[src/verilog/optical_cfg_pkg.sv]
// constants and field layouts shared by the configuration register slice
package optical_cfg_pkg;
    // ************************************************************
    // register addresses on the two-wire bus
    // ************************************************************
    localparam logic [7:0] ADDR_FIRST = 8'h80; // command register, lowest
    localparam logic [7:0] ADDR_LAST = 8'h90; // last of seventeen
    localparam logic [7:0] ADDR_IDENTITY = 8'h81; // identity_byte
    localparam logic [7:0] ADDR_PROX_RATE = 8'h82; // proximity_rate
    localparam logic [7:0] ADDR_EMITTER = 8'h83; // emitter_current
    localparam logic [7:0] ADDR_LIGHT = 8'h84; // light_parameters
    localparam logic [6:0] BUS_SLAVE_ADDR = 7'h13; // fixed slave address

    // ************************************************************
    // field layouts
    // ************************************************************
    localparam int PROX_RATE_MSB = 2; // rate selector in bits 2..0
    localparam int DRIVE_MSB = 5; // drive code in bits 5..0
    localparam int CAL_TAG_LSB = 6; // calibration tag in bits 7..6
    localparam int LIGHT_CONT_BIT = 7; // continuous conversion enable
    localparam int LIGHT_RATE_MSB = 6; // light rate bits 6..4
    localparam int LIGHT_RATE_LSB = 4;
    localparam int LIGHT_OFFS_BIT = 3; // offset compensation enable
    localparam int LIGHT_AVG_MSB = 2; // averaging bits 2..0

    // ************************************************************
    // reset values and drive scaling
    // ************************************************************
    localparam logic [2:0] PROX_RATE_RST = 3'h0;
    localparam logic [5:0] DRIVE_RST = 6'h02; // 20 mA after reset
    localparam logic [7:0] LIGHT_RST = 8'h05; // averaging 32 conversions
    localparam logic [5:0] DRIVE_MAX = 6'h14; // highest valid code, 20
    localparam logic [7:0] DRIVE_STEP_MA = 8'h0A; // milliamperes per step
    localparam logic [7:0] READ_ZERO = 8'h00; // unmapped and unused reads

    // ************************************************************
    // bus slave states, gray along the write path and the read loop
    // ************************************************************
    typedef enum logic [3:0] {
        ST_IDLE = 4'h0,
        ST_ADDR = 4'h1,
        ST_ADDR_ACK = 4'h3,
        ST_PTR = 4'h2,
        ST_PTR_ACK = 4'h6,
        ST_WDATA = 4'h7,
        ST_WDATA_ACK = 4'h5,
        ST_RDATA = 4'h4,
        ST_RACK = 4'hC
    } slave_state_t;
endpackage : optical_cfg_pkg

[src/verilog/reg_access_if.sv]
// register access carrier between the bus slave and the register bank
`timescale 1ns/10ps
`default_nettype none
interface reg_access_if;
    logic wr_en; // one-cycle write strobe
    logic [7:0] addr; // register address
    logic [7:0] wdata; // write data
    logic [7:0] rdata; // read data at addr
    modport master (output wr_en, output addr, output wdata, input rdata);
    modport slave (input wr_en, input addr, input wdata, output rdata);
endinterface : reg_access_if
`default_nettype wire
[src/verilog/config_reg_bank.sv]
// configuration register bank for the sensor slice
`timescale 1ns/10ps
`default_nettype none
module config_reg_bank #(
    parameter logic [3:0] PRODUCT_CODE = 4'h5, // arbitrary value
    parameter logic [3:0] REVISION_CODE = 4'h3, // arbitrary value
    parameter logic [1:0] CAL_TAG = 2'h1 // arbitrary value
) (
    input wire logic sys_clk_i,
    input wire logic rst_b_i,
    input wire logic selftimed_en_i,
    reg_access_if.slave bus,
    output logic [2:0] prox_rate_o,
    output logic [4:0] drive_code_o,
    output logic [7:0] drive_ma_o,
    output logic [7:0] light_param_o
);
    // ************************************************************
    // state
    // ************************************************************
    typedef struct packed {
        logic [2:0] prox_rate; // proximity rate selector
        logic [5:0] drive_field; // programmed drive code
        logic [4:0] drive_code; // code in effect, clamped
        logic [7:0] drive_ma; // drive in effect, milliamperes
        logic [7:0] light; // light parameter byte
    } bank_t;
    bank_t st;
    bank_t next_st;

    // clamp the code to the highest legal step
    function automatic logic [4:0] clamp_drive(input logic [5:0] code);
        if (code > optical_cfg_pkg::DRIVE_MAX) begin
            clamp_drive = optical_cfg_pkg::DRIVE_MAX[4:0];
        end else begin
            clamp_drive = code[4:0];
        end
    endfunction : clamp_drive

    // ************************************************************
    // write decode and takeover of the drive setting
    // ************************************************************
    always_comb begin
        next_st = st;
        if (bus.wr_en) begin
            case (bus.addr)
                optical_cfg_pkg::ADDR_PROX_RATE: begin
                    next_st.prox_rate =
                        bus.wdata[optical_cfg_pkg::PROX_RATE_MSB:0];
                end
                optical_cfg_pkg::ADDR_EMITTER: begin
                    // tag bits dropped, drive bits kept
                    next_st.drive_field =
                        bus.wdata[optical_cfg_pkg::DRIVE_MSB:0];
                end
                optical_cfg_pkg::ADDR_LIGHT: begin
                    next_st.light = bus.wdata;
                end
                default: begin
                    // identity and others ignore writes
                    next_st.light = st.light;
                end
            endcase
        end
        // new drive value only taken while self-timed mode is off
        if (!selftimed_en_i) begin
            next_st.drive_code = clamp_drive(st.drive_field);
            next_st.drive_ma = 8'({3'h0, clamp_drive(st.drive_field)}
                * optical_cfg_pkg::DRIVE_STEP_MA);
        end
    end

    // register the bank
    always_ff @(posedge sys_clk_i or negedge rst_b_i) begin
        if (!rst_b_i) begin
            st.prox_rate <= optical_cfg_pkg::PROX_RATE_RST;
            st.drive_field <= optical_cfg_pkg::DRIVE_RST;
            st.drive_code <= optical_cfg_pkg::DRIVE_RST[4:0];
            st.drive_ma <= 8'({2'h0, optical_cfg_pkg::DRIVE_RST}
                * optical_cfg_pkg::DRIVE_STEP_MA);
            st.light <= optical_cfg_pkg::LIGHT_RST;
        end else begin
            st <= next_st;
        end
    end

    // ************************************************************
    // read mux
    // ************************************************************
    always_comb begin
        case (bus.addr)
            optical_cfg_pkg::ADDR_IDENTITY: begin
                bus.rdata = {PRODUCT_CODE, REVISION_CODE};
            end
            optical_cfg_pkg::ADDR_PROX_RATE: begin
                bus.rdata = {5'h00, st.prox_rate};
            end
            optical_cfg_pkg::ADDR_EMITTER: begin
                bus.rdata = {CAL_TAG, st.drive_field};
            end
            optical_cfg_pkg::ADDR_LIGHT: begin
                bus.rdata = st.light;
            end
            default: begin
                bus.rdata = optical_cfg_pkg::READ_ZERO;
            end
        endcase
    end

    // outputs straight from flops; drive changes only with mode off, rates change on a write to their own register in either mode
    assign prox_rate_o = st.prox_rate;
    assign drive_code_o = st.drive_code;
    assign drive_ma_o = st.drive_ma;
    assign light_param_o = st.light;
endmodule : config_reg_bank
`default_nettype wire

[src/verilog/optical_sensor_config_regs.sv]
// two-wire slave and top of the sensor configuration slice
`timescale 1ns/10ps
`default_nettype none
module optical_sensor_config_regs #(
    parameter logic [3:0] PRODUCT_CODE = 4'h5, // arbitrary value
    parameter logic [3:0] REVISION_CODE = 4'h3, // arbitrary value
    parameter logic [1:0] CAL_TAG = 2'h1 // arbitrary value
) (
    input wire logic sys_clk_i,
    input wire logic rst_b_i,
    input wire logic scl_i,
    input wire logic sda_i,
    output logic sda_o,
    output logic sda_oe_o,
    input wire logic selftimed_en_i,
    output logic [2:0] prox_rate_o,
    output logic [4:0] drive_code_o,
    output logic [7:0] drive_ma_o,
    output logic light_cont_o,
    output logic [2:0] light_rate_o,
    output logic light_offset_o,
    output logic [2:0] light_avg_o
);
    // ************************************************************
    // state
    // ************************************************************
    typedef struct packed {
        logic [2:0] scl_sync; // three-stage pin synchroniser
        logic [2:0] sda_sync; // three-stage pin synchroniser
        logic scl; // filtered clock level
        logic sda; // filtered data level
        optical_cfg_pkg::slave_state_t fsm; // protocol state
        logic [3:0] bit_cnt; // bits in current byte
        logic [7:0] shift; // receive or transmit byte
        logic [7:0] ptr; // register pointer
        logic read_mode; // address byte asked for a read
        logic nack; // master refused further data
        logic drive_low; // pull data line low
        logic wr_en; // write strobe to the bank
        logic [7:0] wdata; // write data to the bank
        logic [7:0] waddr; // write address to the bank
    } slave_t;
    slave_t st;
    slave_t next_st;

    logic scl_rise; // filtered clock rose
    logic scl_fall; // filtered clock fell
    logic start_cond; // data fell while clock high
    logic stop_cond; // data rose while clock high
    logic [7:0] bank_rdata; // byte at the pointer
    logic [7:0] light_byte; // light parameter byte

    reg_access_if rbus ();

    // true for any of the seventeen addresses
    function automatic logic in_window(input logic [7:0] a);
        in_window = (a >= optical_cfg_pkg::ADDR_FIRST) &&
            (a <= optical_cfg_pkg::ADDR_LAST);
    endfunction : in_window

    // ************************************************************
    // line events on filtered levels
    // ************************************************************
    always_comb begin
        scl_rise = !st.scl && (st.scl_sync[2] == st.scl_sync[1])
            && st.scl_sync[1];
        scl_fall = st.scl && (st.scl_sync[2] == st.scl_sync[1])
            && !st.scl_sync[1];
        start_cond = st.scl && st.sda && (st.sda_sync[2] == st.sda_sync[1])
            && !st.sda_sync[1];
        stop_cond = st.scl && !st.sda && (st.sda_sync[2] == st.sda_sync[1])
            && st.sda_sync[1];
    end

    // ************************************************************
    // protocol engine
    // ************************************************************
    always_comb begin
        next_st = st;
        next_st.wr_en = 1'b0;
        // shift pins in; only stage 1 reads stage 0
        next_st.scl_sync = {st.scl_sync[1:0], scl_i};
        next_st.sda_sync = {st.sda_sync[1:0], sda_i};
        // a change counts once stages 1 and 2 agree
        if (st.scl_sync[2] == st.scl_sync[1]) begin
            next_st.scl = st.scl_sync[1];
        end
        if (st.sda_sync[2] == st.sda_sync[1]) begin
            next_st.sda = st.sda_sync[1];
        end
        if (stop_cond) begin
            // stop ends any transfer
            next_st.fsm = optical_cfg_pkg::ST_IDLE;
            next_st.drive_low = 1'b0;
        end else if (start_cond) begin
            // start or repeated start, pointer kept
            next_st.fsm = optical_cfg_pkg::ST_ADDR;
            next_st.bit_cnt = 4'h0;
            next_st.drive_low = 1'b0;
        end else begin
            case (st.fsm)
                optical_cfg_pkg::ST_IDLE: begin
                    next_st.drive_low = 1'b0;
                end
                optical_cfg_pkg::ST_ADDR,
                optical_cfg_pkg::ST_PTR,
                optical_cfg_pkg::ST_WDATA: begin
                    // receive eight bits, msb first
                    if (scl_rise) begin
                        next_st.shift = {st.shift[6:0], st.sda};
                        next_st.bit_cnt = st.bit_cnt + 4'h1;
                    end else if (scl_fall && st.bit_cnt == 4'h8) begin
                        next_st.bit_cnt = 4'h0;
                        next_st.drive_low = 1'b1;
                        if (st.fsm == optical_cfg_pkg::ST_ADDR) begin
                            if (st.shift[7:1] ==
                                optical_cfg_pkg::BUS_SLAVE_ADDR) begin
                                next_st.read_mode = st.shift[0];
                                next_st.fsm = optical_cfg_pkg::ST_ADDR_ACK;
                            end else begin
                                // not ours, stay off the line
                                next_st.drive_low = 1'b0;
                                next_st.fsm = optical_cfg_pkg::ST_IDLE;
                            end
                        end else if (st.fsm == optical_cfg_pkg::ST_PTR) begin
                            next_st.ptr = st.shift;
                            next_st.fsm = optical_cfg_pkg::ST_PTR_ACK;
                        end else begin
                            // write strobe, then auto-increment
                            next_st.wr_en = in_window(st.ptr);
                            next_st.waddr = st.ptr;
                            next_st.wdata = st.shift;
                            next_st.ptr = st.ptr + 8'h01;
                            next_st.fsm = optical_cfg_pkg::ST_WDATA_ACK;
                        end
                    end
                end
                optical_cfg_pkg::ST_ADDR_ACK: begin
                    // ack clock ends, pick direction
                    if (scl_fall) begin
                        if (st.read_mode) begin
                            next_st.shift = bank_rdata;
                            next_st.drive_low = !bank_rdata[7];
                            next_st.fsm = optical_cfg_pkg::ST_RDATA;
                        end else begin
                            next_st.drive_low = 1'b0;
                            next_st.fsm = optical_cfg_pkg::ST_PTR;
                        end
                    end
                end
                optical_cfg_pkg::ST_PTR_ACK,
                optical_cfg_pkg::ST_WDATA_ACK: begin
                    // release after the ack clock
                    if (scl_fall) begin
                        next_st.drive_low = 1'b0;
                        next_st.fsm = optical_cfg_pkg::ST_WDATA;
                    end
                end
                optical_cfg_pkg::ST_RDATA: begin
                    // send eight bits, msb first
                    if (scl_rise) begin
                        next_st.bit_cnt = st.bit_cnt + 4'h1;
                    end else if (scl_fall) begin
                        if (st.bit_cnt == 4'h8) begin
                            next_st.drive_low = 1'b0;
                            next_st.ptr = st.ptr + 8'h01;
                            next_st.fsm = optical_cfg_pkg::ST_RACK;
                        end else begin
                            next_st.shift = {st.shift[6:0], 1'b0};
                            next_st.drive_low = !st.shift[6];
                        end
                    end
                end
                optical_cfg_pkg::ST_RACK: begin
                    // master ack means next byte
                    if (scl_rise) begin
                        next_st.nack = st.sda;
                    end else if (scl_fall) begin
                        next_st.bit_cnt = 4'h0;
                        if (!st.nack) begin
                            next_st.shift = bank_rdata;
                            next_st.drive_low = !bank_rdata[7];
                            next_st.fsm = optical_cfg_pkg::ST_RDATA;
                        end else begin
                            next_st.fsm = optical_cfg_pkg::ST_IDLE;
                        end
                    end
                end
                default: begin
                    next_st.fsm = optical_cfg_pkg::ST_IDLE;
                    next_st.drive_low = 1'b0;
                end
            endcase
        end
    end

    // register the slave
    always_ff @(posedge sys_clk_i or negedge rst_b_i) begin
        if (!rst_b_i) begin
            st.scl_sync <= 3'h7;
            st.sda_sync <= 3'h7;
            st.scl <= 1'b1;
            st.sda <= 1'b1;
            st.fsm <= optical_cfg_pkg::ST_IDLE;
            st.bit_cnt <= 4'h0;
            st.shift <= 8'h00;
            st.ptr <= optical_cfg_pkg::ADDR_FIRST;
            st.read_mode <= 1'b0;
            st.nack <= 1'b0;
            st.drive_low <= 1'b0;
            st.wr_en <= 1'b0;
            st.wdata <= 8'h00;
            st.waddr <= 8'h00;
        end else begin
            st <= next_st;
        end
    end

    // ************************************************************
    // bank hookup and outputs
    // ************************************************************
    // writes use their latched address, reads the pointer
    assign rbus.wr_en = st.wr_en;
    assign rbus.addr = st.wr_en ? st.waddr : st.ptr;
    assign rbus.wdata = st.wdata;
    assign bank_rdata = rbus.rdata;

    config_reg_bank #(
        .PRODUCT_CODE(PRODUCT_CODE),
        .REVISION_CODE(REVISION_CODE),
        .CAL_TAG(CAL_TAG)
    ) u_bank (
        .sys_clk_i(sys_clk_i),
        .rst_b_i(rst_b_i),
        .selftimed_en_i(selftimed_en_i),
        .bus(rbus.slave),
        .prox_rate_o(prox_rate_o),
        .drive_code_o(drive_code_o),
        .drive_ma_o(drive_ma_o),
        .light_param_o(light_byte)
    );

    // light fields split out
    assign light_cont_o = light_byte[optical_cfg_pkg::LIGHT_CONT_BIT];
    assign light_rate_o = light_byte[optical_cfg_pkg::LIGHT_RATE_MSB:
        optical_cfg_pkg::LIGHT_RATE_LSB];
    assign light_offset_o = light_byte[optical_cfg_pkg::LIGHT_OFFS_BIT];
    assign light_avg_o = light_byte[optical_cfg_pkg::LIGHT_AVG_MSB:0];

    // open drain: drive low only
    assign sda_o = 1'b0;
    assign sda_oe_o = st.drive_low;
endmodule : optical_sensor_config_regs
`default_nettype wire

[config.mk]
export PLATFORM = sky130hd
export DESIGN_NAME = optical_sensor_config_regs
export DESIGN_NICKNAME = d
export VERILOG_FILES = /design/src/verilog/optical_cfg_pkg.sv /design/src/verilog/reg_access_if.sv /design/src/verilog/config_reg_bank.sv /design/src/verilog/optical_sensor_config_regs.sv
export SDC_FILE = /design/constraint.sdc
export NUM_CORES = 1
export LEC_CHECK = 0
export ABC_AREA = 1
export BUFFER_PORTS_ARGS = -buffer_cell sky130_fd_sc_hd__buf_4
export CAP_MARGIN = 10
export CORE_MARGIN = 8
export CORE_UTILIZATION = 40
export DETAILED_ROUTE_END_ITERATION = 16
export PLACE_DENSITY_LB_ADDON = 0.15
export SLEW_MARGIN = 20
export SYNTH_ARGS = -nofsm -noshare
export SYNTH_HDL_FRONTEND = slang
export SYNTH_SLANG_ARGS = --single-unit
[constraint.sdc]
create_clock -name sys_clk_i -period 1.9 [get_ports sys_clk_i]
set_input_delay 0.475 -clock sys_clk_i [delete_from_list [all_inputs] [get_ports sys_clk_i]]
set_output_delay 0.475 -clock sys_clk_i [all_outputs]
set_load 0.1 [all_outputs]
# Yosys cells after proc, flatten, opt, wreduce, memory -nomap -nowiden
# Cells that the tools add are included.
# classes
bitwise_logic,5
n_mux,61
reduce_logical,35
n_lt_le_gt_ge,3
multipliers,1
n_addsub,2
n_eq_ne,44
# ops
operator,n
$mux W8,11
$mux W17,5
$mux W16,4
$pmux W8 S4,2
$ne A4 B4 Y1 const B,11
$mux W4,10
$mux W18,2
$eq A8 B8 Y1 const B,4
$ne A2 B2 Y1 const B,13
$pmux W4 S6,1
$mux W9,2
$reduce_and A9 Y1,2
$eq A4 B3 Y1 const B,4
$pmux W8 S2,1
$mux W1,15
$reduce_and A7 Y1,2
$logic_and A1 B1 Y1,12
$ne A3 B3 Y1 const B,4
$pmux W4 S3,1
$reduce_and A12 Y1,1
$mux W5,2
$reduce_and A10 Y1,1
$add A8 B1 Y8 const B,1
$eq A4 B2 Y1 const B,2
22 further kinds,38
# totals
output_inout_bits,26
inputBits,5
register_bits,81
word_cells,170

# Depth between registers and ports, before layout
# Gate-level depths: netlist of run 1.
# logic_depth
ltp_word,10
depth_mapped,13

# Modules after synthesis
# From an unflattened synthesis of run 1, not the netlist that was laid out.
# hier_totals
hier_cells,640
hier_area_um2,4762.1
# by_module_without_submodules
module,area_each_um2,n_inst,cells_per_inst,seq_area_each_um2
optical_sensor_config_regs,3136.8,1,430,1312.5
config_reg_bank,1625.3,1,210,681.9

# Worst setup path after synthesis of run 1
# OpenSTA, ideal clock, no wires.
# synth_timing
path_type,reg-to-reg
startpoint,reg u_bank.st[22] in the netlist's numbering
endpoint,reg u_bank.st (netlist bit u_bank.drive_ma_o[6])
required_time_ns,1.817
path_slack_ns,-0.149
path_stages_with_launch,10
n_path_buf,0
arrival_ns,1.966
setup_time_ns,0.083
period_less_slack_ns,2.049
cell_sequence,dfstp_2 > o21ai_0 > a31oi_1 > nor2_1 > ha_1 > ha_1 > inv_1 > fa_1 > xor2_1 > o21ai_0
# synth_via
elab_chain_len,4
# synth_lines
element,line,text
from (decl),config_reg_bank.sv:28,bank_t st;
from (signal assigned),config_reg_bank.sv:83,st <= next_st;
$gt A6 B5 Y1,config_reg_bank.sv:33,if (code > optical_cfg_pkg::DRIVE_MAX) begin
$mux W5 *,config_reg_bank.sv:33,
$mux W5 *,config_reg_bank.sv:66,if (!selftimed_en_i) begin
$mul A5 B3 Y7 *,config_reg_bank.sv:69,* optical_cfg_pkg::DRIVE_STEP_MA);
# Mark *: on every way between the ends. The rest lies on a longest branch, timed or not. The select of a mux whose other input is x is not followed.
# A chain may end at the register's enable or synchronous reset.

# Final worst setup path of run 1
# layout_timing
startpoint,reg u_bank.st[22] in the netlist's numbering
endpoint,reg u_bank.st (netlist bit u_bank.drive_ma_o[5])
# Same word-level chain as after synthesis.

==> parameters.txt, run 1 <==
Parameter                              Value

Critical path
  Beginning of the worst register-to-register path ... u_bank.st[22]
  Path type of the worst setup path ... flip-flop to flip-flop
  Most prevalent standard cell on the critical path ... sky130_fd_sc_hd__o21ai_2
  Slowest cell delay on critical path ... 0.54 ns
  Crit path launch type ... flip-flop
  Required time at the endpoint of the critical path ... 2.13 ns
  Type of destination of the critical path ... flip-flop
  Maximum fanout count along the critical path ... 3
  Beginning of the critical path ... u_bank.st[22]
  Critical-path cell list ... o21ai_2 -> a31oi_4 -> nor2_2 -> ha_1 -> ha_4 -> inv_2 -> fa_2 -> o21ai_2
  Endpoint arrival time on the critical path ... 2.30 ns
  Worst Path Buf+Inv ... 1
  Capturing instance or port of the critical path ... u_bank.drive_ma_o[5]
  Levels on crit path ... 8
  Top Family by Delay on Critical Path ... adder cells
  Worst-case register-to-register setup slack ... -0.16 ns
  Reg2Reg Capture Point ... u_bank.drive_ma_o[5]
  Path depth of the worst reg2reg path ... 8
  Cell type of the slowest stage on the worst timing path ... sky130_fd_sc_hd__dfstp_2

Route
  DRC marker count from the first detailed-route iteration ... 311
  Routed WL ... 11,400 um
  Post-DR vias/cell ... 4.99
  Residual DRC count ... 0
  Router iterations before antenna repair ... 4
  Remaining number of nets flagged by the antenna check after routing ... 0
  DR vias ... 3,870
  Per-cell routed wire length ... 14.7 um

Clock tree
  Number of buffers on the longest clock path ... 2
  Insertion delay to the later sink of the worst-skew pair ... 0.34 ns
  Clk pin slew, worst setup/hold paths ... 0.06 ns
  Buffer type at the clock tree root ... sky130_fd_sc_hd__clkbuf_16
  Number of sinks handled by clock tree synthesis ... 79
  Clock tree from TritonCTS ... done
  Cts hold-fix bufs ... 0
  Cts bufs inserted ... 9
  Maximum level of the CTS H-tree ... 3

Timing
  Number of setup violations in the final report ... 3
  Unrepaired setup endpoints after global routing ... yes
  Final worst clock skew ... 0.00621 ns
  Worst setup slack after layout ... -0.165 ns
  Final hold violation count ... 0
  Final period utilization ... 109%
  Crit path time final ... 2.06 ns
  Fin. max-slew vios ... 0
  Max frequency ... 484 MHz

Floorplanning
  Die ar. ... 15,000 um^2
  Core box area ... 11,300 um^2
  Die H ... 123 um
  Total I/O pin count ... 31
  Number of rows created at floorplan ... 39
  Die width ... 123 um
  Starting utilization of the core area ... 40.4%

Global routing
  Total overflow reported by the global router ... 0
  Via count of the first global-routing pass ... 3,782
  Most congested layer reported by global routing ... met2
  M3 GR Usage ... 3.04%
  Met2 routing resource usage after global routing ... 24.0%
  Number of antenna violations at the first check in global routing ... 0
  Global-route wire length before repair ... 18,500 um
  GR Util met1 ... 20.9%
  Combined global-route utilization of all metal layers ... 15.5%
  Pin count of the biggest net entering global routing ... 31

Finish
  N_diodes ... 0
  Non-Filler Cell Area, Final ... 5600 um^2
  Share of post-route cells with drive strength above 1 ... 28.9%
  Layout Utilization ... 49.7%
  Growth of design area from synthesis to finish ... 23.1%
  Layout Nets ... 644

Logic synthesis
  Yosys top cell by area ... sky130_fd_sc_hd__dfrtp_1
  Async SR Flop Fraction ... 100%
  Share of synthesized area occupied by flip-flops and latches ... 43.8%
  Number of standard cells after synthesis ... 573
  Main flop type after synthesis ... sky130_fd_sc_hd__dfrtp_1
  Number of flip-flops and latches in the synthesized netlist ... 79
  Post-Synthesis Cell Area ... 4550 um^2
  Number of distinct library cells after synthesis ... 40
  Cell types occupying the most area after synthesis ... sky130_fd_sc_hd__dfrtp_1, sky130_fd_sc_hd__nand2_1, sky130_fd_sc_hd__dfstp_2
  Average cell area after synthesis ... 7.94 um^2
  Top cell type's share of synthesized area ... 35.7%
  Post-synth EDFFs ... 0
  Yosys warns ... 0

Run status
  Status ... finished, violations left
  Failing checks ... setup timing

Power
  Worst-case vdd ir drop ... 609 uV
  Leakage power summed over all cells ... 2.76 nW
  Power density over the cells ... 1010 nW/um^2

Worst hold path
  Class of the tightest hold or removal check ... input port to async pin

Placed design
  Routability congestion estimate ... 0.872
  Total placed instance area ... 5010 um^2
  Count of port buffers added during placement ... 28
  DP Wirelength ... 8060 um

Flow run
  Total of max-cap violations ... 0
[registers in the layout, summed over array words and instances (netlist names)]
register,count
rbus.wdata,8
u_bank.prox_rate_o,3
next_st,4
u_bank.drive_ma_o,5
u_bank.drive_code_o,5
u_bank.st,6
st,38
sda_oe_o,1
rbus.wr_en,1
u_bank.light_param_o,8
[synthesized netlist by cell type (4+ instances only)]
| cell | n |
|---|---|
| sky130_fd_sc_hd__nand2_2 | 7 |
| sky130_fd_sc_hd__nand2_1 | 152 |
| sky130_fd_sc_hd__o21ai_0 | 58 |
| sky130_fd_sc_hd__a21oi_2 | 5 |
| sky130_fd_sc_hd__clkbuf_1 | 4 |
| sky130_fd_sc_hd__inv_1 | 58 |
| sky130_fd_sc_hd__inv_2 | 5 |
| sky130_fd_sc_hd__nand3_1 | 41 |
| sky130_fd_sc_hd__ha_1 | 10 |
| sky130_fd_sc_hd__dfrtp_1 | 65 |
| sky130_fd_sc_hd__nand4_1 | 7 |
| sky130_fd_sc_hd__dfstp_2 | 14 |
| sky130_fd_sc_hd__mux2_2 | 10 |
| sky130_fd_sc_hd__a21oi_1 | 12 |
| sky130_fd_sc_hd__buf_4 | 24 |
| sky130_fd_sc_hd__o21ai_1 | 4 |
| sky130_fd_sc_hd__nor2_2 | 9 |
| sky130_fd_sc_hd__nor2_1 | 50 |
[worst reg2reg max path, cell delays in order, from the launching register on]
cell                      delay (ns)
sky130_fd_sc_hd__dfstp_2        0.54
sky130_fd_sc_hd__o21ai_2        0.08
sky130_fd_sc_hd__a31oi_4        0.17
sky130_fd_sc_hd__nor2_2         0.08
sky130_fd_sc_hd__ha_1           0.34
sky130_fd_sc_hd__ha_4           0.16
sky130_fd_sc_hd__inv_2          0.03
sky130_fd_sc_hd__fa_2           0.52
sky130_fd_sc_hd__o21ai_2        0.05
[where the power goes]
| part | leakage [nW] | switching (mW) | internal, mW |
|---|---|---|---|
| clock | 0.143 | 0.708 | 1.06 |
| combinational | 1.59 | 1.22 | 0.639 |
| sequential | 1.03 | 0.181 | 1.86 |
| total | 2.76 | 2.11 | 3.56 |
[placed cells by master (no fill, tap or decap), drive strengths merged]
cell type and instances:
a22oi 2, mux2 12, buf 75, dfstp 14, xor2 3, conb 2
a211oi 1, clkinv 2, o21ai 62, a31oi 3, clkinvlp 1, nor3 6
fa 1, a21oi 17, clkbuf 13, o32ai 1, inv 64, dfrtp 65
nand3 44, nor2 63, ha 10, o2111ai 1, nand4 7, a31o 1
bufinv 1, nor4 1, nand2 161
[layout make-up]
type / count / area (um^2)
clock buffers: 12 / 246
clock inverters: 4 / 55.1
fillers: 1071 / 5670
inverters: 64 / 250
multi-input cells: 398 / 2240
flip-flops and latches: 79 / 2000
well taps: 143 / 179
repair buffers: 76 / 637
[kinds of logic after synthesis]
| group | count (synthesis) | share of synthesized area, % |
|---|---|---|
| compound gates | 88 | 10.6 |
| flops | 79 | 43.8 |
| simple gates | 282 | 27.9 |
| xor+xnor | 3 | 0.578 |
| other cells | 1 | 0.0824 |
| mux | 12 | 2.97 |
| buf+inv | 97 | 10.8 |
| fa+ha+maj | 11 | 3.19 |
[worst min path at each step]
stage                     slack, ns        start       endpoint
after floorplan                0.18      rst_b_i  rbus.wdata[0]
after global placement         0.35  next_st[47]    next_st[48]
after detailed placement       0.35  next_st[47]    next_st[48]
after CTS                      0.06      rst_b_i         st[18]
after global routing           0.08      rst_b_i         st[18]
final                          0.05      rst_b_i         st[18]
[metal layers]
metal / routed length [um] / part of all wire (%) / vias to the layer above
met1: 5490 / 48 / 1858
li1: - / - / 1942
met4: 187 / 1.6 / 0
met5: 0 / 0 / -
met3: 411 / 3.6 / 12
met2: 5310 / 47 / 58
[per-stage QoR]
step / setup slack, ns / power (mW) / hold slack [ns] / setup TNS [ns] / instances
after global placement: -0.210 / 3.76 / 0.345 / -0.421 / 749
final: -0.165 / 5.67 / 0.0509 / -0.370 / 776
after CTS: -0.164 / 5.58 / 0.0551 / -0.450 / 767
after detailed placement: -0.281 / 3.79 / 0.347 / -0.566 / 749
after global routing: -0.213 / 6.06 / 0.0764 / -0.745 / 776
after floorplan: -0.147 / 3.24 / 0.179 / -0.224 / 574
[what timing repair did]
| action | CTS | global route |
|---|---|---|
| setup buffers | 2 | 9 |
| pin swaps | 5 | 19 |
| cloned | 0 | 1 |
| resized for setup | 5 | 42 |
| setup endpoints to repair | 3 | 37 |
(Power assumes the default switching activity.)
==> run 2: changes to the inputs <==
- REMOVE_ABC_BUFFERS: unset -> 1
- clock period: 1.9 -> 1.7 ns (I/O delays scaled with it)
==> run 2 against run 1 <==
The flow still finishes with violations (setup timing). Sequential cell count unchanged. Total power increased by 30%. Setup slack worse by 0.15 ns. Clock power up 5%. Combinational power increased by 74%. Clock skew grew 0.0031 ns. Sequential power increased by 12%. Hold slack gained 0.042 ns. Critical path type unchanged.
==> parameters.txt, run 2 (synthesis gave the netlist of run 1 again) <==
Parameter                              Value

Run status
  Status ... finished, violations left
  Failing checks ... setup timing

Placed design
  DP Wirelength ... 8050 um (-0.17%)
  Count of port buffers added during placement ... 28 (unchanged)
  Routability congestion estimate ... 0.841 (-3.6%)

Finish
  Growth of design area from synthesis to finish ... 42.6%
  Most flop-heavy register ... st
  Layout Utilization ... 57.6% (+7.8 points)
  Share of post-route cells with drive strength above 1 ... 46.6% (+18 points)
  Layout Nets ... 700 (+8.7%)
  Most common library cell in the layout ignoring fill and taps ... sky130_fd_sc_hd__buf_4
  N_diodes ... 0 (unchanged)
  Leading cell types in the layout, fill and taps excluded ... sky130_fd_sc_hd__buf_4, sky130_fd_sc_hd__nand2_1, sky130_fd_sc_hd__dfrtp_1, sky130_fd_sc_hd__inv_1, sky130_fd_sc_hd__nand2_2
  Largest register FFs ... 38 (unchanged)

Critical path
  Beginning of the worst register-to-register path ... u_bank.st[22]
  Reg2Reg Capture Point ... u_bank.drive_ma_o[5]
  Critical-path cell list ... o21ai_2 -> a31oi_4 -> nor2_2 -> ha_1 -> ha_4 -> inv_2 -> fa_2 -> o21ai_1
  Worst Path Buf+Inv ... 1 (unchanged)
  Worst-case register-to-register setup slack ... -0.32 ns (-0.15 ns)
  Beginning of the critical path ... u_bank.st[22]
  Top Family by Delay on Critical Path ... adder cells
  Required time at the endpoint of the critical path ... 1.94 ns (-0.19 ns)
  Levels on crit path ... 8 (unchanged)
  Endpoint arrival time on the critical path ... 2.26 ns (-0.04 ns)
  Slowest cell delay on critical path ... 0.54 ns (about the same)
  Crit path launch type ... flip-flop
  Path type of the worst setup path ... flip-flop to flip-flop
  Cell type of the slowest stage on the worst timing path ... sky130_fd_sc_hd__dfstp_2
  Maximum fanout count along the critical path ... 3 (unchanged)
  Capturing instance or port of the critical path ... u_bank.drive_ma_o[5]
  Path depth of the worst reg2reg path ... 8 (unchanged)
  Type of destination of the critical path ... flip-flop

Timing
  Final setup TNS ... -0.953 ns (-0.583 ns)
  Crit path time final ... 2.02 ns (-0.0470 ns)
  Max frequency ... 496 MHz (+2.3%)
  Number of setup violations in the final report ... 12 (+9)
  Final worst clock skew ... 0.00936 ns (+0.00314 ns)
  Fin. max-slew vios ... 0 (unchanged)
  Final hold violation count ... 0 (unchanged)
  Unrepaired setup endpoints after global routing ... yes
  Worst setup slack after layout ... -0.318 ns (-0.153 ns)
  Final period utilization ... 119% (+10 points)

Floorplanning
  Core box area ... 11,300 um^2 (unchanged)
  Starting utilization of the core area ... 40.4% (unchanged)
  Die width ... 123 um (unchanged)
  Die H ... 123 um (unchanged)
  Number of rows created at floorplan ... 39 (unchanged)
  Die ar. ... 15,000 um^2 (unchanged)
  Total I/O pin count ... 31 (unchanged)

Global routing
  Via count of the first global-routing pass ... 4,022 (+6.3%)
  Total overflow reported by the global router ... 0 (unchanged)
  Number of antenna violations at the first check in global routing ... 0 (unchanged)
  Pin count of the biggest net entering global routing ... 80 (+160%)
  Combined global-route utilization of all metal layers ... 16.0% (+0.50 points)
  Global-route wire length before repair ... 19,100 um (+2.9%)

Clock tree
  Clock tree from TritonCTS ... done
  Maximum level of the CTS H-tree ... 3 (unchanged)
  Number of buffers on the longest clock path ... 2 (unchanged)
  Insertion delay to the later sink of the worst-skew pair ... 0.35 ns (about the same)
  Buffer type at the clock tree root ... sky130_fd_sc_hd__clkbuf_16
  Number of sinks handled by clock tree synthesis ... 79 (unchanged)
  Cts bufs inserted ... 9 (unchanged)
  Clk pin slew, worst setup/hold paths ... 0.07 ns (about the same)

Route
  DRC marker count from the first detailed-route iteration ... 231 (-26%)
  Residual DRC count ... 0 (unchanged)
  Post-DR vias/cell ... 4.98 (-0.22%)
  Routed WL ... 12,100 um (+6.3%)
  Per-cell routed wire length ... 14.6 um (-0.82%)
  DR vias ... 4,140 (+7.0%)
  Remaining number of nets flagged by the antenna check after routing ... 0 (unchanged)
  Router iterations before antenna repair ... 5 (+1)

Power
  Leakage power summed over all cells ... 3.14 nW (+14%)
  Power density over the cells ... 1140 nW/um^2 (+12%)
  Total power ... 7.37 mW (+30%)
  Worst-case vdd ir drop ... 888 uV (+46%)

Flow run
  Total of max-cap violations ... 0 (unchanged)

Worst hold path
  Class of the tightest hold or removal check ... input port to async pin
-- run 2: cell count changes in the layout (fill, tap and decap cells not counted), sizes merged --
cell	change
clkinv	+2
clkbuf	-2
bufinv	-1
nand3	+1
inv	+1
clkinvlp	+2
buf	+53
-- run 2: routing by layer --
metal	up-vias	GRT usage [%]	part of all wire (%)
met4	0	7.39	1.8
met5	-	0	0
met2	57	27.1	51
met1	2003	19.1	44
met3	21	3.13	3.1
li1	2059	-	-
-- run 2: power breakdown --
part	internal [mW]	leakage [nW]	switching, mW	total (mW)
Clock	1.00	0.132	0.847	1.85
Combinational	1.34	1.99	1.89	3.23
Sequential	2.08	1.03	0.218	2.29
Total	4.42	3.14	2.95	7.37
-- run 2: area by class of cell --
cell class	instances	area (um^2)
clock inverters	7	55.1
fillers	1002	4780
inverters	64	255
repair inverters	1	7.51
well taps	143	179
repair buffers	130	1110
multi-input cells	399	2660
flip-flops and latches	79	2000
clock buffers	9	225
-- run 2: worst min path at each step --
stage / start / to
2_1_floorplan: rst_b_i / rbus.wdata[0]
3_3_place_gp: next_st[47] / next_st[48]
3_5_place_dp: next_st[50] / next_st[51]
4_1_cts: rst_b_i / u_bank.drive_ma_o[7]
5_1_grt: rst_b_i / u_bank.drive_ma_o[7]
6_report: rst_b_i / u_bank.drive_code_o[4]
-- run 2: metrics by stage --
stage	hold slack (ns)	std cells	setup WS, ns	area [um^2]
floorplan	0.129	541	-0.549	4310
global placement	0.349	786	-0.421	5290
detailed placement	0.347	786	-0.471	5290
CTS	0.112	818	-0.422	5870
global route	0.134	832	-0.364	6490
finish	0.0927	832	-0.318	6490
-- run 2: repair_timing --
item / in CTS / in global routing
hold buffers: 0 / 0
pin swaps: 20 / 42
setup buffers: 15 / 14
gates cloned: 1 / 4
resized for setup: 46 / 164
endpoints found under the hold margin: 0 / 0
endpoints found under the setup margin: 53 / 58
==> run 3: changes to the inputs <==
- CORE_UTILIZATION: 40 -> 30
==> run 3 against run 2 <==
The run still ends with setup timing left. Die area rose by 29%. Total power is 1.8% higher. Hold slack got worse by 0.082 ns. Via count rose by 1.9%. Global-route usage is 3.0 points lower. Clock power about the same. Fmax decreased by 1.7%. Core utilization is 12 points lower. Critical path depth up 6. Sequential cell count unchanged. Clock skew shrank 0.0019 ns. Register-to-register slack lost 0.03 ns.
==> parameters.txt, run 3 (synthesis gave the netlist of run 1 again) <==
Parameter                              Value

Finish
  Fillers ... 1,478 (+48%)
  Share of post-route cells with drive strength above 1 ... 50.8% (+4.2 points)
  Layout Utilization ... 45.8% (-12 points)
  Most flop-heavy register ... st
  N_diodes ... 0 (unchanged)
  Largest register FFs ... 38 (unchanged)
  Most common library cell in the layout ignoring fill and taps ... sky130_fd_sc_hd__buf_4
  Layout Nets ... 727 (+3.9%)
  Leading cell types in the layout, fill and taps excluded ... sky130_fd_sc_hd__buf_4, sky130_fd_sc_hd__nand2_1, sky130_fd_sc_hd__dfrtp_1, sky130_fd_sc_hd__inv_1, sky130_fd_sc_hd__nand2_2
  Growth of design area from synthesis to finish ... 51.2%
  Final Non-Filler Cells ... 904 (+8.7%)

Worst hold path
  Class of the tightest hold or removal check ... input port to async pin

Power
  Leakage power summed over all cells ... 3.35 nW (+6.6%)
  Worst-case vdd ir drop ... 910 uV (+2.5%)
  Cell Int Power ... 4.65 mW (+5.3%)
  Net Switching ... 2.85 mW (-3.4%)
  Register share of total power ... 30.4% (-0.7 points)
  Share of power burned in combinational logic ... 44.6% (+0.8 points)
  Total power ... 7.50 mW (+1.8%)
  Clock network fraction of total power ... 25.1% (about the same)
  Power density over the cells ... 1090 nW/um^2 (-4.0%)
  Switching share of power ... 38.0% (-2.1 points)

Placed design
  Count of port buffers added during placement ... 28 (unchanged)
  DP Wirelength ... 8870 um (+10%)
  Routability congestion estimate ... 0.865 (+2.9%)
  Post-placement cell count ... 838 (+6.6%)

Global routing
  Via count of the first global-routing pass ... 4,066 (+1.1%)
  Number of antenna violations at the first check in global routing ... 0 (unchanged)
  Global-route wire length before repair ... 20,400 um (+7.1%)
  Combined global-route utilization of all metal layers ... 13.0% (-3.0 points)
  Pin count of the biggest net entering global routing ... 31 (-61%)
  Total overflow reported by the global router ... 0 (unchanged)

Floorplanning
  Die H ... 139 um (+13%)
  Total I/O pin count ... 31 (unchanged)
  Die ar. ... 19,400 um^2 (+29%)
  Die width ... 139 um (+13%)
  Core box area ... 15,000 um^2 (+33%)
  Starting utilization of the core area ... 30.3% (-10 points)
  Number of rows created at floorplan ... 45 (+15%)

Clock tree
  Maximum level of the CTS H-tree ... 3 (unchanged)
  Buffer type at the clock tree root ... sky130_fd_sc_hd__clkbuf_16
  Insertion delay to the later sink of the worst-skew pair ... 0.34 ns (about the same)
  Number of buffers on the longest clock path ... 2 (unchanged)
  Cts bufs inserted ... 9 (unchanged)
  Number of sinks handled by clock tree synthesis ... 79 (unchanged)
  Cts hold-fix bufs ... 0 (unchanged)
  Clk pin slew, worst setup/hold paths ... 0.06 ns (about the same)
  Clock tree from TritonCTS ... done

Timing
  Final setup TNS ... -3.29 ns (-2.34 ns)
  Worst setup slack after layout ... -0.352 ns (-0.0345 ns)
  Max frequency ... 487 MHz (-1.7%)
  Final hold violation count ... 0 (unchanged)
  Final worst clock skew ... 0.00750 ns (-0.00186 ns)
  Fin. max-slew vios ... 0 (unchanged)
  Final period utilization ... 121% (+2.0 points)
  Number of setup violations in the final report ... 34 (+22)
  Unrepaired setup endpoints after global routing ... yes
  Crit path time final ... 2.05 ns (+0.0345 ns)

Flow run
  Total of max-cap violations ... 0 (unchanged)

Critical path
  Critical-path cell list ... o21ai_2 -> a31oi_4 -> nor2_2 -> buf_4 -> buf_4 -> buf_4 -> buf_4 -> buf_4 -> buf_4 -> buf_4 -> buf_4 -> buf_4 -> nand2_2 -> nand2_1
  Maximum fanout count along the critical path ... 3 (unchanged)
  Type of destination of the critical path ... flip-flop
  Slowest cell delay on critical path ... 0.53 ns (about the same)
  Endpoint arrival time on the critical path ... 2.33 ns (+0.07 ns)
  Top Family by Delay on Critical Path ... buffers and inverters
  Cell type of the slowest stage on the worst timing path ... sky130_fd_sc_hd__dfstp_2
  Worst Path Buf+Inv ... 9 (+8)
  Crit path launch type ... flip-flop
  Most prevalent standard cell on the critical path ... sky130_fd_sc_hd__buf_4
  Path type of the worst setup path ... flip-flop to flip-flop
  Required time at the endpoint of the critical path ... 1.98 ns (+0.04 ns)

Route
  Post-DR vias/cell ... 4.66 (-6.3%)
  DRC marker count from the first detailed-route iteration ... 212 (-8.2%)
  Residual DRC count ... 0 (unchanged)
  Routed WL ... 13,000 um (+7.2%)
  Router iterations before antenna repair ... 5 (unchanged)
  DR vias ... 4,217 (+1.9%)
  Per-cell routed wire length ... 14.4 um (-1.4%)
  Remaining number of nets flagged by the antenna check after routing ... 0 (unchanged)

Run status
  Failing checks ... setup timing
  Status ... finished, violations left
run 3: cell types whose count changed in the layout (fill, tap and decap cells not counted), sizes merged:
| cell | change |
|---|---|
| clkinvlp | -2 |
| buf | +27 |
| inv | -2 |
| clkbuf | +3 |
| bufinv | +1 |
run 3: timing repair:
action,4_1_cts,5_1_grt
gates resized for setup,65,192
cloned,2,4
pin swaps,22,61
buffers inserted,21,23
setup endpoints to repair,60,66
run 3: path summary, 6_finish.rpt:
path / slack, ns / depth (start not counted) / startpoint / endpoint
worst max-delay path: -0.35 / 14 / u_bank.st[22] / u_bank.drive_code_o[1]
worst min-delay path: 0.01 / 1 / rst_b_i / st[43]
worst max register to register: -0.35 / 14 / u_bank.st[22] / u_bank.drive_code_o[1]
worst min register to register: 0.35 / 0 / next_st[50] / next_st[51]
max in group asynchronous: 1.12 / 2 / rst_b_i / u_bank.light_param_o[2]
min in group sys_clk_i: 0.19 / 1 / sda_i / next_st[47]
run 3: cell type report:
type	instances	area [um^2]	share of cell area, %
tap	188	235	3.42
timing repair buffer	157	1360	19.8
timing repair inverter	1	6.26	0.0909
multi-input combinational	399	2750	39.9
sequential	79	2000	29.0
inverter	64	250	3.64
clock buffer	12	236	3.44
clock inverter	4	47.5	0.691
run 3: per-layer routing:
layer | GRT usage [%] | share of wire [%] | routed length, um
met1 | 16.0 | 44 | 5780
met2 | 22.1 | 51 | 6660
met3 | 3.65 | 3.3 | 429
met4 | 2.77 | 0.96 | 125
met5 | 0 | 0 | 0
run 3: power by group through the flow:
stage | combinational [mW] | sequential, mW | clock [mW]
after floorplan | 1.30 | 2.30 | 0
after global placement | 2.29 | 2.27 | 0
after detailed placement | 2.32 | 2.28 | 0
after CTS | 2.71 | 2.25 | 1.95
after global routing | 3.68 | 2.30 | 2.04
final | 3.34 | 2.28 | 1.88
run 3: metrics by stage:
step / setup slack, ns / hold WS [ns] / cell area [um^2]
floorplan: -0.549 / 0.129 / 4310
finish: -0.352 / 0.0104 / 6880
detailed placement: -0.488 / 0.347 / 5400
global route: -0.424 / 0.0311 / 6880
CTS: -0.395 / 0.0184 / 6050
global placement: -0.438 / 0.348 / 5400
